--- src/common/mfpm_defines.svh ---
/*
  Constants for the pin and clock multiplexer: register offsets, field
  positions, reset values and level codes.
  Assumes inclusion by bare name from the design top and the bench.
*/
// What this block does
// - Select pin level picks I2C or SPI use of the two bus pins
// - Reset and protocol select pins are fixed; no register reassigns them
// - Other digital pins start at defaults, reassignable by register
// - PLL reference picks one of four pins by register
// - Converter clock comes from master, bit clock, fifth pin or PLL
// - Master clock pin may feed PLL and converter clock together
// - Bit clock pin may feed PLL, converter clock and audio bit clock
// - Fifth pin may feed PLL and converter clock together
// - An exclusive function owns its pin; nothing else routed there (clock selects still read the fifth pin in any function)
// - Fifth pin as general output is never also first interrupt
// - All analog blocks powered down after reset, each up by register
// - Bypass routes left input to left driver, right to right, DAC off
// - Each driver takes a mix of DAC and bypassed input
// - Bypassed input attenuation reaches 72dB
// - Driver level spans minimum up to +29dB in 1dB steps
// - Common mode selectable 1.25V, 1.5V, 1.65V on regulator supply
`ifndef MFPM_DEFINES_SVH
`define MFPM_DEFINES_SVH

// ----------------------------------------------------------------------
// Register offsets (byte addresses)
// ----------------------------------------------------------------------
`define MFPM_REG_CLKSRC 8'h00
`define MFPM_REG_PINFN 8'h04
`define MFPM_REG_POWER 8'h08
`define MFPM_REG_ROUTE 8'h0C
`define MFPM_REG_HPLVL 8'h10
`define MFPM_REG_STATUS 8'h14
`define MFPM_REG_GPIO 8'h18

// ----------------------------------------------------------------------
// Field positions
// ----------------------------------------------------------------------
`define MFPM_CLK_PLL_LSB 0
`define MFPM_CLK_COD_LSB 4
`define MFPM_PIN_FIFTH_LSB 0
`define MFPM_PIN_BCLK_LSB 4
`define MFPM_PIN_DOUT_LSB 8
`define MFPM_PWR_HPL_BIT 0
`define MFPM_PWR_HPR_BIT 1
`define MFPM_PWR_DAC_BIT 2
`define MFPM_PWR_PLL_BIT 3
`define MFPM_PWR_BYP_BIT 4
`define MFPM_RT_CM_LSB 16
`define MFPM_RT_SUPPLY_BIT 18
`define MFPM_HP_MUTE_BIT 7

// ----------------------------------------------------------------------
// Reset values and limits
// ----------------------------------------------------------------------
`define MFPM_RST_CLKSRC 32'h0000_0000
`define MFPM_RST_PINFN 32'h0000_0010
`define MFPM_RST_POWER 5'h00
`define MFPM_RST_ROUTE 32'h0000_0000
`define MFPM_RST_HPLVL 8'h00
`define MFPM_ATT_MAX 7'h48
`define MFPM_LVL_MIN (-6)
`define MFPM_LVL_MAX 29
`define MFPM_LVL_STEP 1
`define MFPM_LVL_CODE_MAX 6'h23
`define MFPM_LVL_CODE_M5 6'h01
`define MFPM_LVL_CODE_MIN 6'h00

`endif

--- src/common/mfpm_pkg.sv ---
/*
  Types for the pin and clock multiplexer.
  Assumes nothing beyond a SystemVerilog compiler.
*/
package mfpm_pkg;

  // ----------------------------------------------------------------------
  // Clock source choices
  // ----------------------------------------------------------------------
  typedef enum logic [1:0] {
    MFPM_SRC_MCLK = 2'h0,
    MFPM_SRC_BCLK = 2'h1,
    MFPM_SRC_DIN = 2'h2,
    MFPM_SRC_FIFTH = 2'h3
  } mfpm_pll_src_t;

  typedef enum logic [1:0] {
    MFPM_COD_MCLK = 2'h0,
    MFPM_COD_BCLK = 2'h1,
    MFPM_COD_FIFTH = 2'h2,
    MFPM_COD_PLL = 2'h3
  } mfpm_cod_src_t;

  // ----------------------------------------------------------------------
  // Fifth multifunction pin functions
  // ----------------------------------------------------------------------
  typedef enum logic [2:0] {
    MFPM_FN_CLKIN = 3'h0,
    MFPM_FN_GPO = 3'h1,
    MFPM_FN_GPI = 3'h2,
    MFPM_FN_FIRST_INTERRUPT_OUTPUT = 3'h3,
    MFPM_FN_SECOND_INTERRUPT_OUTPUT = 3'h4,
    MFPM_FN_AUXCLK = 3'h5
  } mfpm_fifth_fn_t;

  // Common-mode choices on the regulator input supply
  typedef enum logic [1:0] {
    MFPM_CM_1V25 = 2'h0,
    MFPM_CM_1V50 = 2'h1,
    MFPM_CM_1V65 = 2'h2
  } mfpm_cm_t;

endpackage

--- src/hdl/mfpm_sync.sv ---
/*
  Two-stage synchroniser for a group of pin levels.
  Assumes the inputs are asynchronous to clk_i.
*/
`timescale 1ns/1ps
module mfpm_sync #(
  parameter int WIDTH = 2
) (
  input wire logic clk_i,
  input wire logic rst_n_i,
  input wire logic [WIDTH-1:0] d_i,
  output logic [WIDTH-1:0] q_o
);

  logic [WIDTH-1:0] meta_r;

  // ----------------------------------------------------------------------
  // Synchroniser chain
  // ----------------------------------------------------------------------
  // First stage is read by the second stage only
  always_ff @(posedge clk_i or negedge rst_n_i) begin
    if (!rst_n_i) begin
      meta_r <= '0;
      q_o <= '0;
    end else begin
      meta_r <= d_i;
      q_o <= meta_r;
    end
  end

endmodule

--- src/hdl/mfpm_top.sv ---
/*
  Pin-function and clock-source multiplexer with Wishbone registers.
  Assumes a classic Wishbone master on clk_i; pin clocks are treated as
  plain levels, resampled on clk_i and routed by selection.
*/
`timescale 1ns/1ps
`include "mfpm_defines.svh"
module mfpm_top (
  input wire logic clk_i,
  input wire logic rst_n_i,
  input wire logic wb_cyc_i,
  input wire logic wb_stb_i,
  input wire logic wb_we_i,
  input wire logic [7:0] wb_adr_i,
  input wire logic [3:0] wb_sel_i,
  input wire logic [31:0] wb_dat_i,
  output logic [31:0] wb_dat_o,
  output logic wb_ack_o,
  input wire logic spi_select_i,
  input wire logic master_clk_i,
  input wire logic bit_clk_i,
  input wire logic data_in_i,
  input wire logic fifth_pin_i,
  input wire logic first_interrupt_output_evt_i,
  input wire logic second_interrupt_output_evt_i,
  input wire logic gpo_val_i,
  input wire logic aux_clk_i,
  output logic bus_is_spi_o,
  output logic pll_ref_o,
  output logic codec_clk_o,
  output logic pll_clk_i_en_o,
  output logic audio_bclk_o,
  output logic fifth_pin_o,
  output logic fifth_pin_oe_n_o,
  output logic gpi_o,
  output logic first_interrupt_output_o,
  output logic second_interrupt_output_o,
  output logic [4:0] power_en_o,
  output logic left_bypass_en_o,
  output logic right_bypass_en_o,
  output logic left_dac_mix_o,
  output logic right_dac_mix_o,
  output logic [6:0] left_att_o,
  output logic [6:0] right_att_o,
  output logic [7:0] left_hp_lvl_o,
  output logic [7:0] right_hp_lvl_o,
  output logic [1:0] hp_cm_o,
  output logic hp_hi_supply_o
);

  // ----------------------------------------------------------------------
  // Declarations
  // ----------------------------------------------------------------------
  logic [4:0] pin_s, power_r;
  logic sel_s, mclk_s, bclk_s, din_s, fifth_s;
  mfpm_pkg::mfpm_pll_src_t pll_src_r;
  mfpm_pkg::mfpm_cod_src_t cod_src_r;
  mfpm_pkg::mfpm_fifth_fn_t fifth_fn_r;
  logic bclk_as_audio_r, dout_second_interrupt_output_r;
  logic [31:0] route_r, rd_nxt;
  logic [7:0] hpl_r, hpr_r;
  logic gpo_r, fifth_drv_nxt, fifth_oe_n_nxt, bus_hit;

  // Clamp a requested bypass attenuation to the 72dB floor
  function automatic logic [6:0] clamp_att(input logic [6:0] v);
    clamp_att = (v > `MFPM_ATT_MAX) ? `MFPM_ATT_MAX : v;
  endfunction
  // Clamp a level code to the +29dB top; bit 7 is the mute flag
  function automatic logic [7:0] clamp_lvl(input logic [7:0] v);
    logic [5:0] c;
    c = (v[5:0] > `MFPM_LVL_CODE_MAX) ? `MFPM_LVL_CODE_MAX : v[5:0];
    clamp_lvl = {v[`MFPM_HP_MUTE_BIT], 1'b0, c};
  endfunction
  // Byte-lane merge for Wishbone sel
  function automatic logic [31:0] merge(input logic [31:0] old,
                                        input logic [31:0] nw,
                                        input logic [3:0] sel);
    merge = old;
    for (int i = 0; i < 4; i++) begin
      if (sel[i]) begin
        merge[i*8 +: 8] = nw[i*8 +: 8];
      end
    end
  endfunction

  // ----------------------------------------------------------------------
  // Pin synchronisers
  // ----------------------------------------------------------------------
  // Pins are asynchronous, so every one passes two flops first
  mfpm_sync #(
    .WIDTH(5)
  ) u_sync (
    .clk_i(clk_i),
    .rst_n_i(rst_n_i),
    .d_i({spi_select_i, master_clk_i, bit_clk_i, data_in_i, fifth_pin_i}),
    .q_o(pin_s)
  );
  assign {sel_s, mclk_s, bclk_s, din_s, fifth_s} = pin_s;

  // ----------------------------------------------------------------------
  // Wishbone slave
  // ----------------------------------------------------------------------
  assign bus_hit = wb_cyc_i && wb_stb_i && !wb_ack_o;

  // One-cycle ack, dropped the cycle after; unmapped reads give zero
  always_ff @(posedge clk_i or negedge rst_n_i) begin
    if (!rst_n_i) begin
      wb_ack_o <= 1'b0;
      wb_dat_o <= 32'h0000_0000;
    end else begin
      wb_ack_o <= bus_hit;
      wb_dat_o <= bus_hit ? rd_nxt : 32'h0000_0000;
    end
  end

  // Read mux; the status word mirrors live state
  always_comb begin
    rd_nxt = 32'h0000_0000;
    unique case (wb_adr_i)
      `MFPM_REG_CLKSRC: begin
        rd_nxt[`MFPM_CLK_PLL_LSB +: 2] = pll_src_r;
        rd_nxt[`MFPM_CLK_COD_LSB +: 2] = cod_src_r;
      end
      `MFPM_REG_PINFN: begin
        rd_nxt[`MFPM_PIN_FIFTH_LSB +: 3] = fifth_fn_r;
        rd_nxt[`MFPM_PIN_BCLK_LSB] = bclk_as_audio_r;
        rd_nxt[`MFPM_PIN_DOUT_LSB] = dout_second_interrupt_output_r;
      end
      `MFPM_REG_POWER: rd_nxt[4:0] = power_r;
      `MFPM_REG_ROUTE: rd_nxt = route_r;
      `MFPM_REG_HPLVL: rd_nxt[15:0] = {hpr_r, hpl_r};
      `MFPM_REG_STATUS: rd_nxt[4:0] = pin_s;
      `MFPM_REG_GPIO: rd_nxt[0] = gpo_r;
      default: rd_nxt = 32'h0000_0000;
    endcase
  end

  // ----------------------------------------------------------------------
  // Clock source registers
  // ----------------------------------------------------------------------
  // Async reset restores defaults whenever reset asserts
  always_ff @(posedge clk_i or negedge rst_n_i) begin
    if (!rst_n_i) begin
      pll_src_r <= mfpm_pkg::MFPM_SRC_MCLK;
      cod_src_r <= mfpm_pkg::MFPM_COD_MCLK;
    end else if (bus_hit && wb_we_i && wb_adr_i == `MFPM_REG_CLKSRC &&
                 wb_sel_i[0]) begin
      pll_src_r <= mfpm_pkg::mfpm_pll_src_t'(
        wb_dat_i[`MFPM_CLK_PLL_LSB +: 2]);
      cod_src_r <= mfpm_pkg::mfpm_cod_src_t'(
        wb_dat_i[`MFPM_CLK_COD_LSB +: 2]);
    end
  end

  // ----------------------------------------------------------------------
  // Pin function registers
  // ----------------------------------------------------------------------
  // Only a legal code is accepted; anything else keeps the old function
  always_ff @(posedge clk_i or negedge rst_n_i) begin
    if (!rst_n_i) begin
      fifth_fn_r <= mfpm_pkg::MFPM_FN_CLKIN;
      bclk_as_audio_r <= 1'b1;
      dout_second_interrupt_output_r <= 1'b0;
    end else if (bus_hit && wb_we_i && wb_adr_i == `MFPM_REG_PINFN) begin
      if (wb_sel_i[0]) begin
        if (wb_dat_i[2:0] <= 3'h5) begin
          fifth_fn_r <= mfpm_pkg::mfpm_fifth_fn_t'(wb_dat_i[2:0]);
        end
        bclk_as_audio_r <= wb_dat_i[`MFPM_PIN_BCLK_LSB];
      end
      if (wb_sel_i[1]) begin
        dout_second_interrupt_output_r <= wb_dat_i[`MFPM_PIN_DOUT_LSB];
      end
    end
  end

  // ----------------------------------------------------------------------
  // Power, routing, level and output registers
  // ----------------------------------------------------------------------
  // All analog blocks start off; software powers each one up
  always_ff @(posedge clk_i or negedge rst_n_i) begin
    if (!rst_n_i) begin
      power_r <= `MFPM_RST_POWER;
      route_r <= `MFPM_RST_ROUTE;
      hpl_r <= `MFPM_RST_HPLVL;
      hpr_r <= `MFPM_RST_HPLVL;
      gpo_r <= 1'b0;
    end else if (bus_hit && wb_we_i) begin
      unique case (wb_adr_i)
        `MFPM_REG_POWER: begin
          if (wb_sel_i[0]) begin
            power_r <= wb_dat_i[4:0];
          end
        end
        `MFPM_REG_ROUTE: route_r <= merge(route_r, wb_dat_i, wb_sel_i);
        `MFPM_REG_HPLVL: begin
          // Levels are meant to be set once during setup
          if (wb_sel_i[0]) begin
            hpl_r <= clamp_lvl(wb_dat_i[7:0]);
          end
          if (wb_sel_i[1]) begin
            hpr_r <= clamp_lvl(wb_dat_i[15:8]);
          end
        end
        `MFPM_REG_GPIO: begin
          if (wb_sel_i[0]) begin
            gpo_r <= wb_dat_i[0];
          end
        end
        default: ;
      endcase
    end
  end

  // ----------------------------------------------------------------------
  // Fifth pin driver
  // ----------------------------------------------------------------------
  // One function at a time: the enum holds a single owner per pin
  always_comb begin
    fifth_drv_nxt = 1'b0;
    fifth_oe_n_nxt = 1'b1;
    unique case (fifth_fn_r)
      mfpm_pkg::MFPM_FN_GPO: begin
        fifth_drv_nxt = gpo_r | gpo_val_i;
        fifth_oe_n_nxt = 1'b0;
      end
      mfpm_pkg::MFPM_FN_FIRST_INTERRUPT_OUTPUT: begin
        fifth_drv_nxt = first_interrupt_output_evt_i;
        fifth_oe_n_nxt = 1'b0;
      end
      mfpm_pkg::MFPM_FN_SECOND_INTERRUPT_OUTPUT: begin
        fifth_drv_nxt = second_interrupt_output_evt_i;
        fifth_oe_n_nxt = 1'b0;
      end
      mfpm_pkg::MFPM_FN_AUXCLK: begin
        fifth_drv_nxt = aux_clk_i;
        fifth_oe_n_nxt = 1'b0;
      end
      default: ; // Clock or general input: pin left undriven
    endcase
  end

  // ----------------------------------------------------------------------
  // Registered outputs
  // ----------------------------------------------------------------------
  // Bus mode follows the select pin only; no register can override it
  always_ff @(posedge clk_i or negedge rst_n_i) begin
    if (!rst_n_i) begin
      bus_is_spi_o <= 1'b0;
    end else begin
      bus_is_spi_o <= sel_s;
    end
  end

  // Clock routing; one pin may fan out to several clock users at once
  always_ff @(posedge clk_i or negedge rst_n_i) begin
    if (!rst_n_i) begin
      pll_ref_o <= 1'b0;
      codec_clk_o <= 1'b0;
      audio_bclk_o <= 1'b0;
      pll_clk_i_en_o <= 1'b0;
    end else begin
      unique case (pll_src_r)
        mfpm_pkg::MFPM_SRC_MCLK: pll_ref_o <= mclk_s;
        mfpm_pkg::MFPM_SRC_BCLK: pll_ref_o <= bclk_s;
        mfpm_pkg::MFPM_SRC_DIN: pll_ref_o <= din_s;
        mfpm_pkg::MFPM_SRC_FIFTH: pll_ref_o <= fifth_s;
      endcase
      unique case (cod_src_r)
        mfpm_pkg::MFPM_COD_MCLK: codec_clk_o <= mclk_s;
        mfpm_pkg::MFPM_COD_BCLK: codec_clk_o <= bclk_s;
        mfpm_pkg::MFPM_COD_FIFTH: codec_clk_o <= fifth_s;
        mfpm_pkg::MFPM_COD_PLL: codec_clk_o <= 1'b0;
      endcase
      audio_bclk_o <= bclk_as_audio_r & bclk_s;
      pll_clk_i_en_o <= (cod_src_r == mfpm_pkg::MFPM_COD_PLL);
    end
  end

  // Fifth pin, interrupt and general input outputs
  always_ff @(posedge clk_i or negedge rst_n_i) begin
    if (!rst_n_i) begin
      fifth_pin_o <= 1'b0;
      fifth_pin_oe_n_o <= 1'b1;
      gpi_o <= 1'b0;
      first_interrupt_output_o <= 1'b0;
      second_interrupt_output_o <= 1'b0;
    end else begin
      fifth_pin_o <= fifth_drv_nxt;
      fifth_pin_oe_n_o <= fifth_oe_n_nxt;
      gpi_o <= (fifth_fn_r == mfpm_pkg::MFPM_FN_GPI) & fifth_s;
      // Never first interrupt while the pin is a general output
      first_interrupt_output_o <= (fifth_fn_r == mfpm_pkg::MFPM_FN_FIRST_INTERRUPT_OUTPUT) &
                                  first_interrupt_output_evt_i;
      second_interrupt_output_o <= dout_second_interrupt_output_r & second_interrupt_output_evt_i;
    end
  end

  // Analog power and routing; bypass forces DAC off to save power
  always_ff @(posedge clk_i or negedge rst_n_i) begin
    if (!rst_n_i) begin
      power_en_o <= 5'h00;
      left_bypass_en_o <= 1'b0;
      right_bypass_en_o <= 1'b0;
      left_dac_mix_o <= 1'b0;
      right_dac_mix_o <= 1'b0;
      left_att_o <= 7'h00;
      right_att_o <= 7'h00;
      left_hp_lvl_o <= 8'h00;
      right_hp_lvl_o <= 8'h00;
      hp_cm_o <= 2'h0;
      hp_hi_supply_o <= 1'b0;
    end else begin
      power_en_o <= power_r[`MFPM_PWR_BYP_BIT] ?
        (power_r & ~(5'h01 << `MFPM_PWR_DAC_BIT)) : power_r;
      left_bypass_en_o <= route_r[0] | power_r[`MFPM_PWR_BYP_BIT];
      right_bypass_en_o <= route_r[1] | power_r[`MFPM_PWR_BYP_BIT];
      left_dac_mix_o <= route_r[2] & !power_r[`MFPM_PWR_BYP_BIT];
      right_dac_mix_o <= route_r[3] & !power_r[`MFPM_PWR_BYP_BIT];
      left_att_o <= clamp_att(route_r[14:8]);
      right_att_o <= clamp_att(route_r[30:24]);
      left_hp_lvl_o <= hpl_r;
      right_hp_lvl_o <= hpr_r;
      hp_hi_supply_o <= route_r[`MFPM_RT_SUPPLY_BIT];
      // Code 3 is not a common mode; treat as 1.65V
      hp_cm_o <= (route_r[`MFPM_RT_CM_LSB +: 2] == 2'h3) ?
        mfpm_pkg::MFPM_CM_1V65 : route_r[`MFPM_RT_CM_LSB +: 2];
    end
  end
endmodule
--- config.mk ---
export PLATFORM = sky130hd
export DESIGN_NAME = mfpm_top
export DESIGN_NICKNAME = d
export VERILOG_FILES = /design/src/common/mfpm_pkg.sv /design/src/hdl/mfpm_sync.sv /design/src/hdl/mfpm_top.sv
export VERILOG_INCLUDE_DIRS = /design/src /design/src/common
export SDC_FILE = /design/constraint.sdc
export NUM_CORES = 1
export LEC_CHECK = 0
export ABC_AREA = 0
export BUFFER_PORTS_ARGS = -buffer_cell sky130_fd_sc_hd__buf_2
export CAP_MARGIN = 40
export CORE_MARGIN = 4
export CORE_UTILIZATION = 45
export CTS_CLUSTER_DIAMETER = 200
export CTS_CLUSTER_SIZE = 30
export DETAILED_ROUTE_END_ITERATION = 8
export PLACE_DENSITY = 0.68
export SYNTH_ARGS = -nofsm -noshare
export SYNTH_HDL_FRONTEND = slang
export SYNTH_HIERARCHICAL = 1
export SYNTH_SLANG_ARGS = --single-unit
--- constraint.sdc ---
create_clock -name clk_i -period 2.7 [get_ports clk_i]
set_input_delay 0.27 -clock clk_i [delete_from_list [all_inputs] [get_ports clk_i]]
set_output_delay 0.27 -clock clk_i [all_outputs]
set_load 0.02 [all_outputs]
After elaboration in Yosys (flattened, before gate mapping):

Cells that the tools add are included.

* bitwise operators: 9
* magnitude comparators: 5
* multipliers: 0
* $add $sub $neg: 0
* muxes and demuxes: 21
* reductions and logical operators: 23
* shift-type cells: 0
* div/mod/pow operators: 0
* eq/ne operators: 18

Operators by type and width (count)
* 2-to-1 mux 32 bit: 1
* AND reduction 3 bit: 9
* == test 8 x 5 -> 1 bit, second input constant: 3
* == test 8 x 4 -> 1 bit, second input constant: 2
* 2-to-1 mux 16 bit: 1
* case mux 1 bit (4 select lines): 4
* greater-than comparator 7 bit, second input constant: 2
* 2-to-1 mux 7 bit: 2
* case mux 7 bit (2 select lines): 1
* greater-than comparator 6 bit, second input constant: 2
* 2-to-1 mux 6 bit: 2
* case mux 1 bit (6 select lines): 2
* == test 2 bit, second input constant: 5
* == test 8 x 3 -> 1 bit, second input constant: 1
* zero test 8 bit: 1
* case mux 1 bit (7 select lines): 1
* AND 1 bit: 6
* == test 3 x 2 -> 1 bit, second input constant: 2
* == test 3 bit, second input constant: 2
* logical AND 1 bit: 6
* case mux 1 bit (3 select lines): 2
* 2-to-1 mux 5 bit: 1
* case mux 1 bit (5 select lines): 1
* == test 2 x 1 -> 1 bit, second input constant: 2
* 10 further kinds: 15

* input port bits: 58
* output and inout bits: 85
* word-level logic and storage cells: 114
* memories kept: 0
* bits in read-only memories: 0
* register bits after elaboration: 154
* bits in latches: 0
* RAM bits: 0

Longest topological paths before layout:

* word-level depth: 5
* gate-level depth with buffers: 8
* depth with buffers taken out: 5

Modules after synthesis:

Netlist, hierarchy kept.

Modules (own cells, without submodules)
* mfpm_top: times used 1, cells an instance 404, seq. area each 3606.0 sq um, area an instance 5512.8 sq um
* mfpm_sync: times used 1, cells an instance 10, seq. area each 250.2 sq um, area an instance 250.2 sq um

Worst setup path before layout:

Ideal clock, no wire load.

* kind: reg-to-reg
* from: reg wb_ack_o
* to: reg power_r[0]
* buffers on the path: 1
* library setup time: 0.125 ns
* required time: 2.575 ns
* slack: 0.706 ns
* stages on the path, launching flop included: 7
* clock period less this slack: 1.994 ns
* arrival: 1.870 ns
* path through: dfrtp_1 -> nand3b_1 -> inv_1 -> nand3_1 -> buf_2 -> nor3_2 -> mux2_2

* cells in the longest elaborated chain, start to end: 4

Ends and longest elaborated chain
* start: declaration: RTL line mfpm_top.sv:18 `output logic wb_ack_o,`
* start signal: assignment: RTL line mfpm_top.sv:111 `wb_ack_o <= bus_hit;`
* zero test 1 bit: RTL line mfpm_top.sv:103 `assign bus_hit = wb_cyc_i && wb_stb_i && !wb_ack_o;`
* logical AND 1 bit: RTL line mfpm_top.sv:103
* via bus_hit: RTL line mfpm_top.sv:62 `logic gpo_r, fifth_drv_nxt, fifth_oe_n_nxt, bus_hit;`
* logical AND 1 bit: RTL line mfpm_top.sv:188 `end else if (bus_hit && wb_we_i) begin`
* AND reduction 3 bit (no line)
* end signal: assignment: RTL line mfpm_top.sv:183 `` power_r <= `MFPM_RST_POWER; ``
* end signal: assignment: RTL line mfpm_top.sv:192 `power_r <= wb_dat_i[4:0];`
* end: declaration: RTL line mfpm_top.sv:54 `logic [4:0] pin_s, power_r;`

The timed path passes the listed nets, and every way through them passes these cells.
A chain may end at the register's enable or synchronous reset.

Final worst setup path:

Ends and elaborated chain as after synthesis.

==> results.json <==
{
  "status": "complete, no violations",
  "cts.clk_slew.worst_paths_ns": 0.06,
  "ys_seq_area_frac": 0.669,
  "crit_family": "simple AND/OR/NAND/NOR gates",
  "critical_path_class": "reg -> reg",
  "seqCellArea_sq_um": 3860,
  "grt_start_max_net_pins": 75,
  "wl_met3_um": 971,
  "internal_power_uw": 4090,
  "synth_seq_cells": 154,
  "cp_num_buf_inv": 2,
  "io_buffer_count": 140,
  "drc": 0,
  "cts_buffer_depth": 2,
  "areaGrowthSynthToFinish_pct": 28.6,
  "max_stage_delay_ns": 0.50,
  "fin_crit_ns": 2.21,
  "placed_area_sq_um": 6700,
  "cts_root_buffer": "clkbuf_16",
  "worstSkewPairLatency_ns": 0.42,
  "cts_max_level": 4,
  "ios": 143,
  "viasPerCell": 5.04,
  "antenna_found_initial": 0,
  "fin_area_sq_um": 7410,
  "drt-initial-drc-count": 305,
  "grt_pass1_wl_um": 20600,
  "p_leak_uw": 0.00389,
  "numCtsBuffers": 17,
  "seqPwrFrac": 0.457,
  "period_share": 0.818,
  "rows": 41,
  "finalSetupTns_ns": 0,
  "async_flop_share": 1.00,
  "hold_class": "in -> reg",
  "setup_viol": 0,
  "worst_pin_slew_ns": 0.647,
  "power_frac_comb": 0.041,
  "met2_length_um": 6250,
  "cts_tree": "yes",
  "p_switching_uw": 1040,
  "syn_area_per_cell_sq_um": 13.9,
  "met1_length_um": 5550,
  "path_cells": "nand3b_1, inv_1, nand3_1, buf_4, nor3_2, mux2_2",
  "final_layout_size_suffix_gt1_frac": 0.425,
  "ant_nets": 0,
  "ir_worst_vdd_mv": 0.338,
  "hold_viol_final": 0,
  "initial_core_util": 0.459,
  "worstPathMaxFanout": 19,
  "grt-ovfl-total": 0,
  "dpl.hpwl_um": 9360,
  "vias": 3808,
  "fp.coreArea_sq_um": 12600,
  "timing.fmax_mhz": 453,
  "drv_cap": 0,
  "die_w_um": 121,
  "multi_input_area_sq_um": 1770,
  "antenna_cells": 0,
  "avgRoutedWirePerCell_um": 17.4,
  "top_layer": "met4",
  "synth_ff_type": "dfrtp_1",
  "relSlewSlack": 0.569,
  "syn_inst": 414,
  "final_max_slew_viol_count": 0,
  "power.share.clock": 0.502,
  "dr.pass1.iters": 4,
  "critPathLaunchType": "flop",
  "ys_warn_count": 6,
  "syn_area_sq_um": 5760,
  "yosysUniqueCellTypes": 48,
  "die_y_um": 121,
  "rsz0062_at_grt": "no",
  "synth_enable_flop_cells": 0,
  "switching_share": 0.202,
  "powerDensity_nw_per_um2": 691,
  "grt_pass1_vias": 3941,
  "skew_ns": 0.00702,
  "required_ns": 3.00,
  "fillers": 1008,
  "clock-sinks": 154,
  "postCtsSetupBuffers": 0,
  "crit_arrival_ns": 2.50,
  "endpoint_kind": "flop",
  "routed_wl_um": 13100,
  "die-area_sq_um": 14700,
  "crit_slowest_cell": "nor3_2",
  "grt_usage": 0.188,
  "nNetsFinal": 628,
  "gp_congestion": 0.933
}
## synthesized netlist by cell type (4+ instances only)
cell type,instances,area (sq um)
nand3_1,4,20.0
mux2_2,47,529
buf_2,5,25.0
o31a_1,6,52.6
and3_1,4,25.0
o21ai_0,14,70.1
a22oi_1,9,67.6
nor2_1,24,90.1
nand2_1,8,30.0
o31ai_1,6,45.0
nor3_1,7,35.0
inv_1,9,33.8
and2_1,21,131
dfrtp_1,152,3800
clkbuf_1,12,45.0
a21oi_1,5,25.0
or2_2,5,31.3
nor2b_1,17,106
mux2i_1,8,80.1
o41ai_1,6,52.6
## final timing paths
kind                             startpoint               end  slack, ns  cells after the start
hold reg to reg            u_sync/meta_r[0]     u_sync/q_o[0]       0.35                      0
setup reg to reg                   wb_ack_o        power_r[0]       0.49                      6
max in group asynchronous           rst_n_i  fifth_pin_oe_n_o       1.51                      3
min in group asynchronous           rst_n_i      wb_dat_o[16]       0.42                      2
setup / recovery                   wb_ack_o        power_r[0]       0.49                      6
hold / removal                  wb_dat_i[6]        route_r[6]       0.09                      2
## layer usage
metal	vias up	GRT usage
met5	-	0
met4	0	0.0945
met3	29	0.0555
met2	155	0.297
met1	1863	0.237
li1	1761	-
## sequential cells by signal, indices dropped and copies added, names as in the netlist, 2 cells and up
| signal | count |
|---|---|
| cod_src_r | 2 |
| route_r | 32 |
| hpr_r | 7 |
| left_att_o | 7 |
| power_r | 5 |
| left_hp_lvl_o | 7 |
| hpl_r | 7 |
| right_hp_lvl_o | 7 |
| right_att_o | 7 |
| wb_dat_o | 32 |
| u_sync/q_o | 5 |
| fifth_fn_r | 3 |
| power_en_o | 5 |
| pll_src_r | 2 |
| u_sync/meta_r | 5 |
| hp_cm_o | 2 |
## repair_timing
action | CTS | global route
setup endpoints to repair | 0 | 0
hold buffers | 6 | 0
gates resized for setup | 0 | 0
endpoints found under the hold margin | 76 | 0
## cells in the final DEF (no fill, tap or decap), types with 6 or more instances in the layout
cell type | synthesis | final
o41ai_1 | 6 | 6
nor2b_1 | 17 | 17
dlygate4sd3_1 | 0 | 6
nor2_1 | 24 | 24
nor3_1 | 7 | 7
a22oi_1 | 9 | 9
o21ai_0 | 14 | 14
nand2_1 | 8 | 8
inv_1 | 9 | 9
clkbuf_16 | 0 | 17
buf_4 | 3 | 13
o31a_1 | 6 | 6
and2_1 | 21 | 21
dfrtp_1 | 152 | 152
buf_2 | 5 | 139
mux2i_1 | 8 | 8
mux2_2 | 47 | 47
o31ai_1 | 6 | 6
## cells by family (layout without fill, tap and decap cells)
group / after synthesis / after routing / synth area share
multiplexers: 59 / 59 / 0.117
other: 1 / 2 / 0.000651
AND/OR/NAND/NOR: 107 / 107 / 0.113
buffers and inverters: 33 / 201 / 0.0258
flip-flops: 154 / 154 / 0.669
AO/OA/AOI/OAI: 60 / 60 / 0.0742
## stage by stage
step / hold WS [ns] / power (uW) / setup slack (ns) / cells / utilization
floorplan: -0.0256 / 2460 / 0.706 / 415 / -
global placement: 0.317 / 2590 / 0.452 / 717 / 0.533
detailed placement: 0.323 / 2590 / 0.374 / 717 / 0.533
CTS: 0.0709 / 5190 / 0.516 / 755 / 0.590
global route: 0.0720 / 5320 / 0.391 / 755 / 0.590
finish: 0.0873 / 5130 / 0.492 / 755 / 0.590
## final cells by class
class | instances | share of cell area
clock buffers | 20 | 0.0616
clock inverters | 12 | 0.0265
inverters | 9 | 0.00456
multi-input cells | 228 | 0.239
flip-flops and latches | 154 | 0.520
well taps | 172 | 0.0290
repair buffers | 160 | 0.119
## power groups by stage
stage,Clock (uW),Sequential [uW],Combinational (uW)
floorplan,0,2390,64.4
global placement,0,2380,204
detailed placement,0,2380,206
CTS,2630,2340,215
global route,2740,2340,235
finish,2570,2340,211
Note: power is estimated with default switching activity, not from simulation.
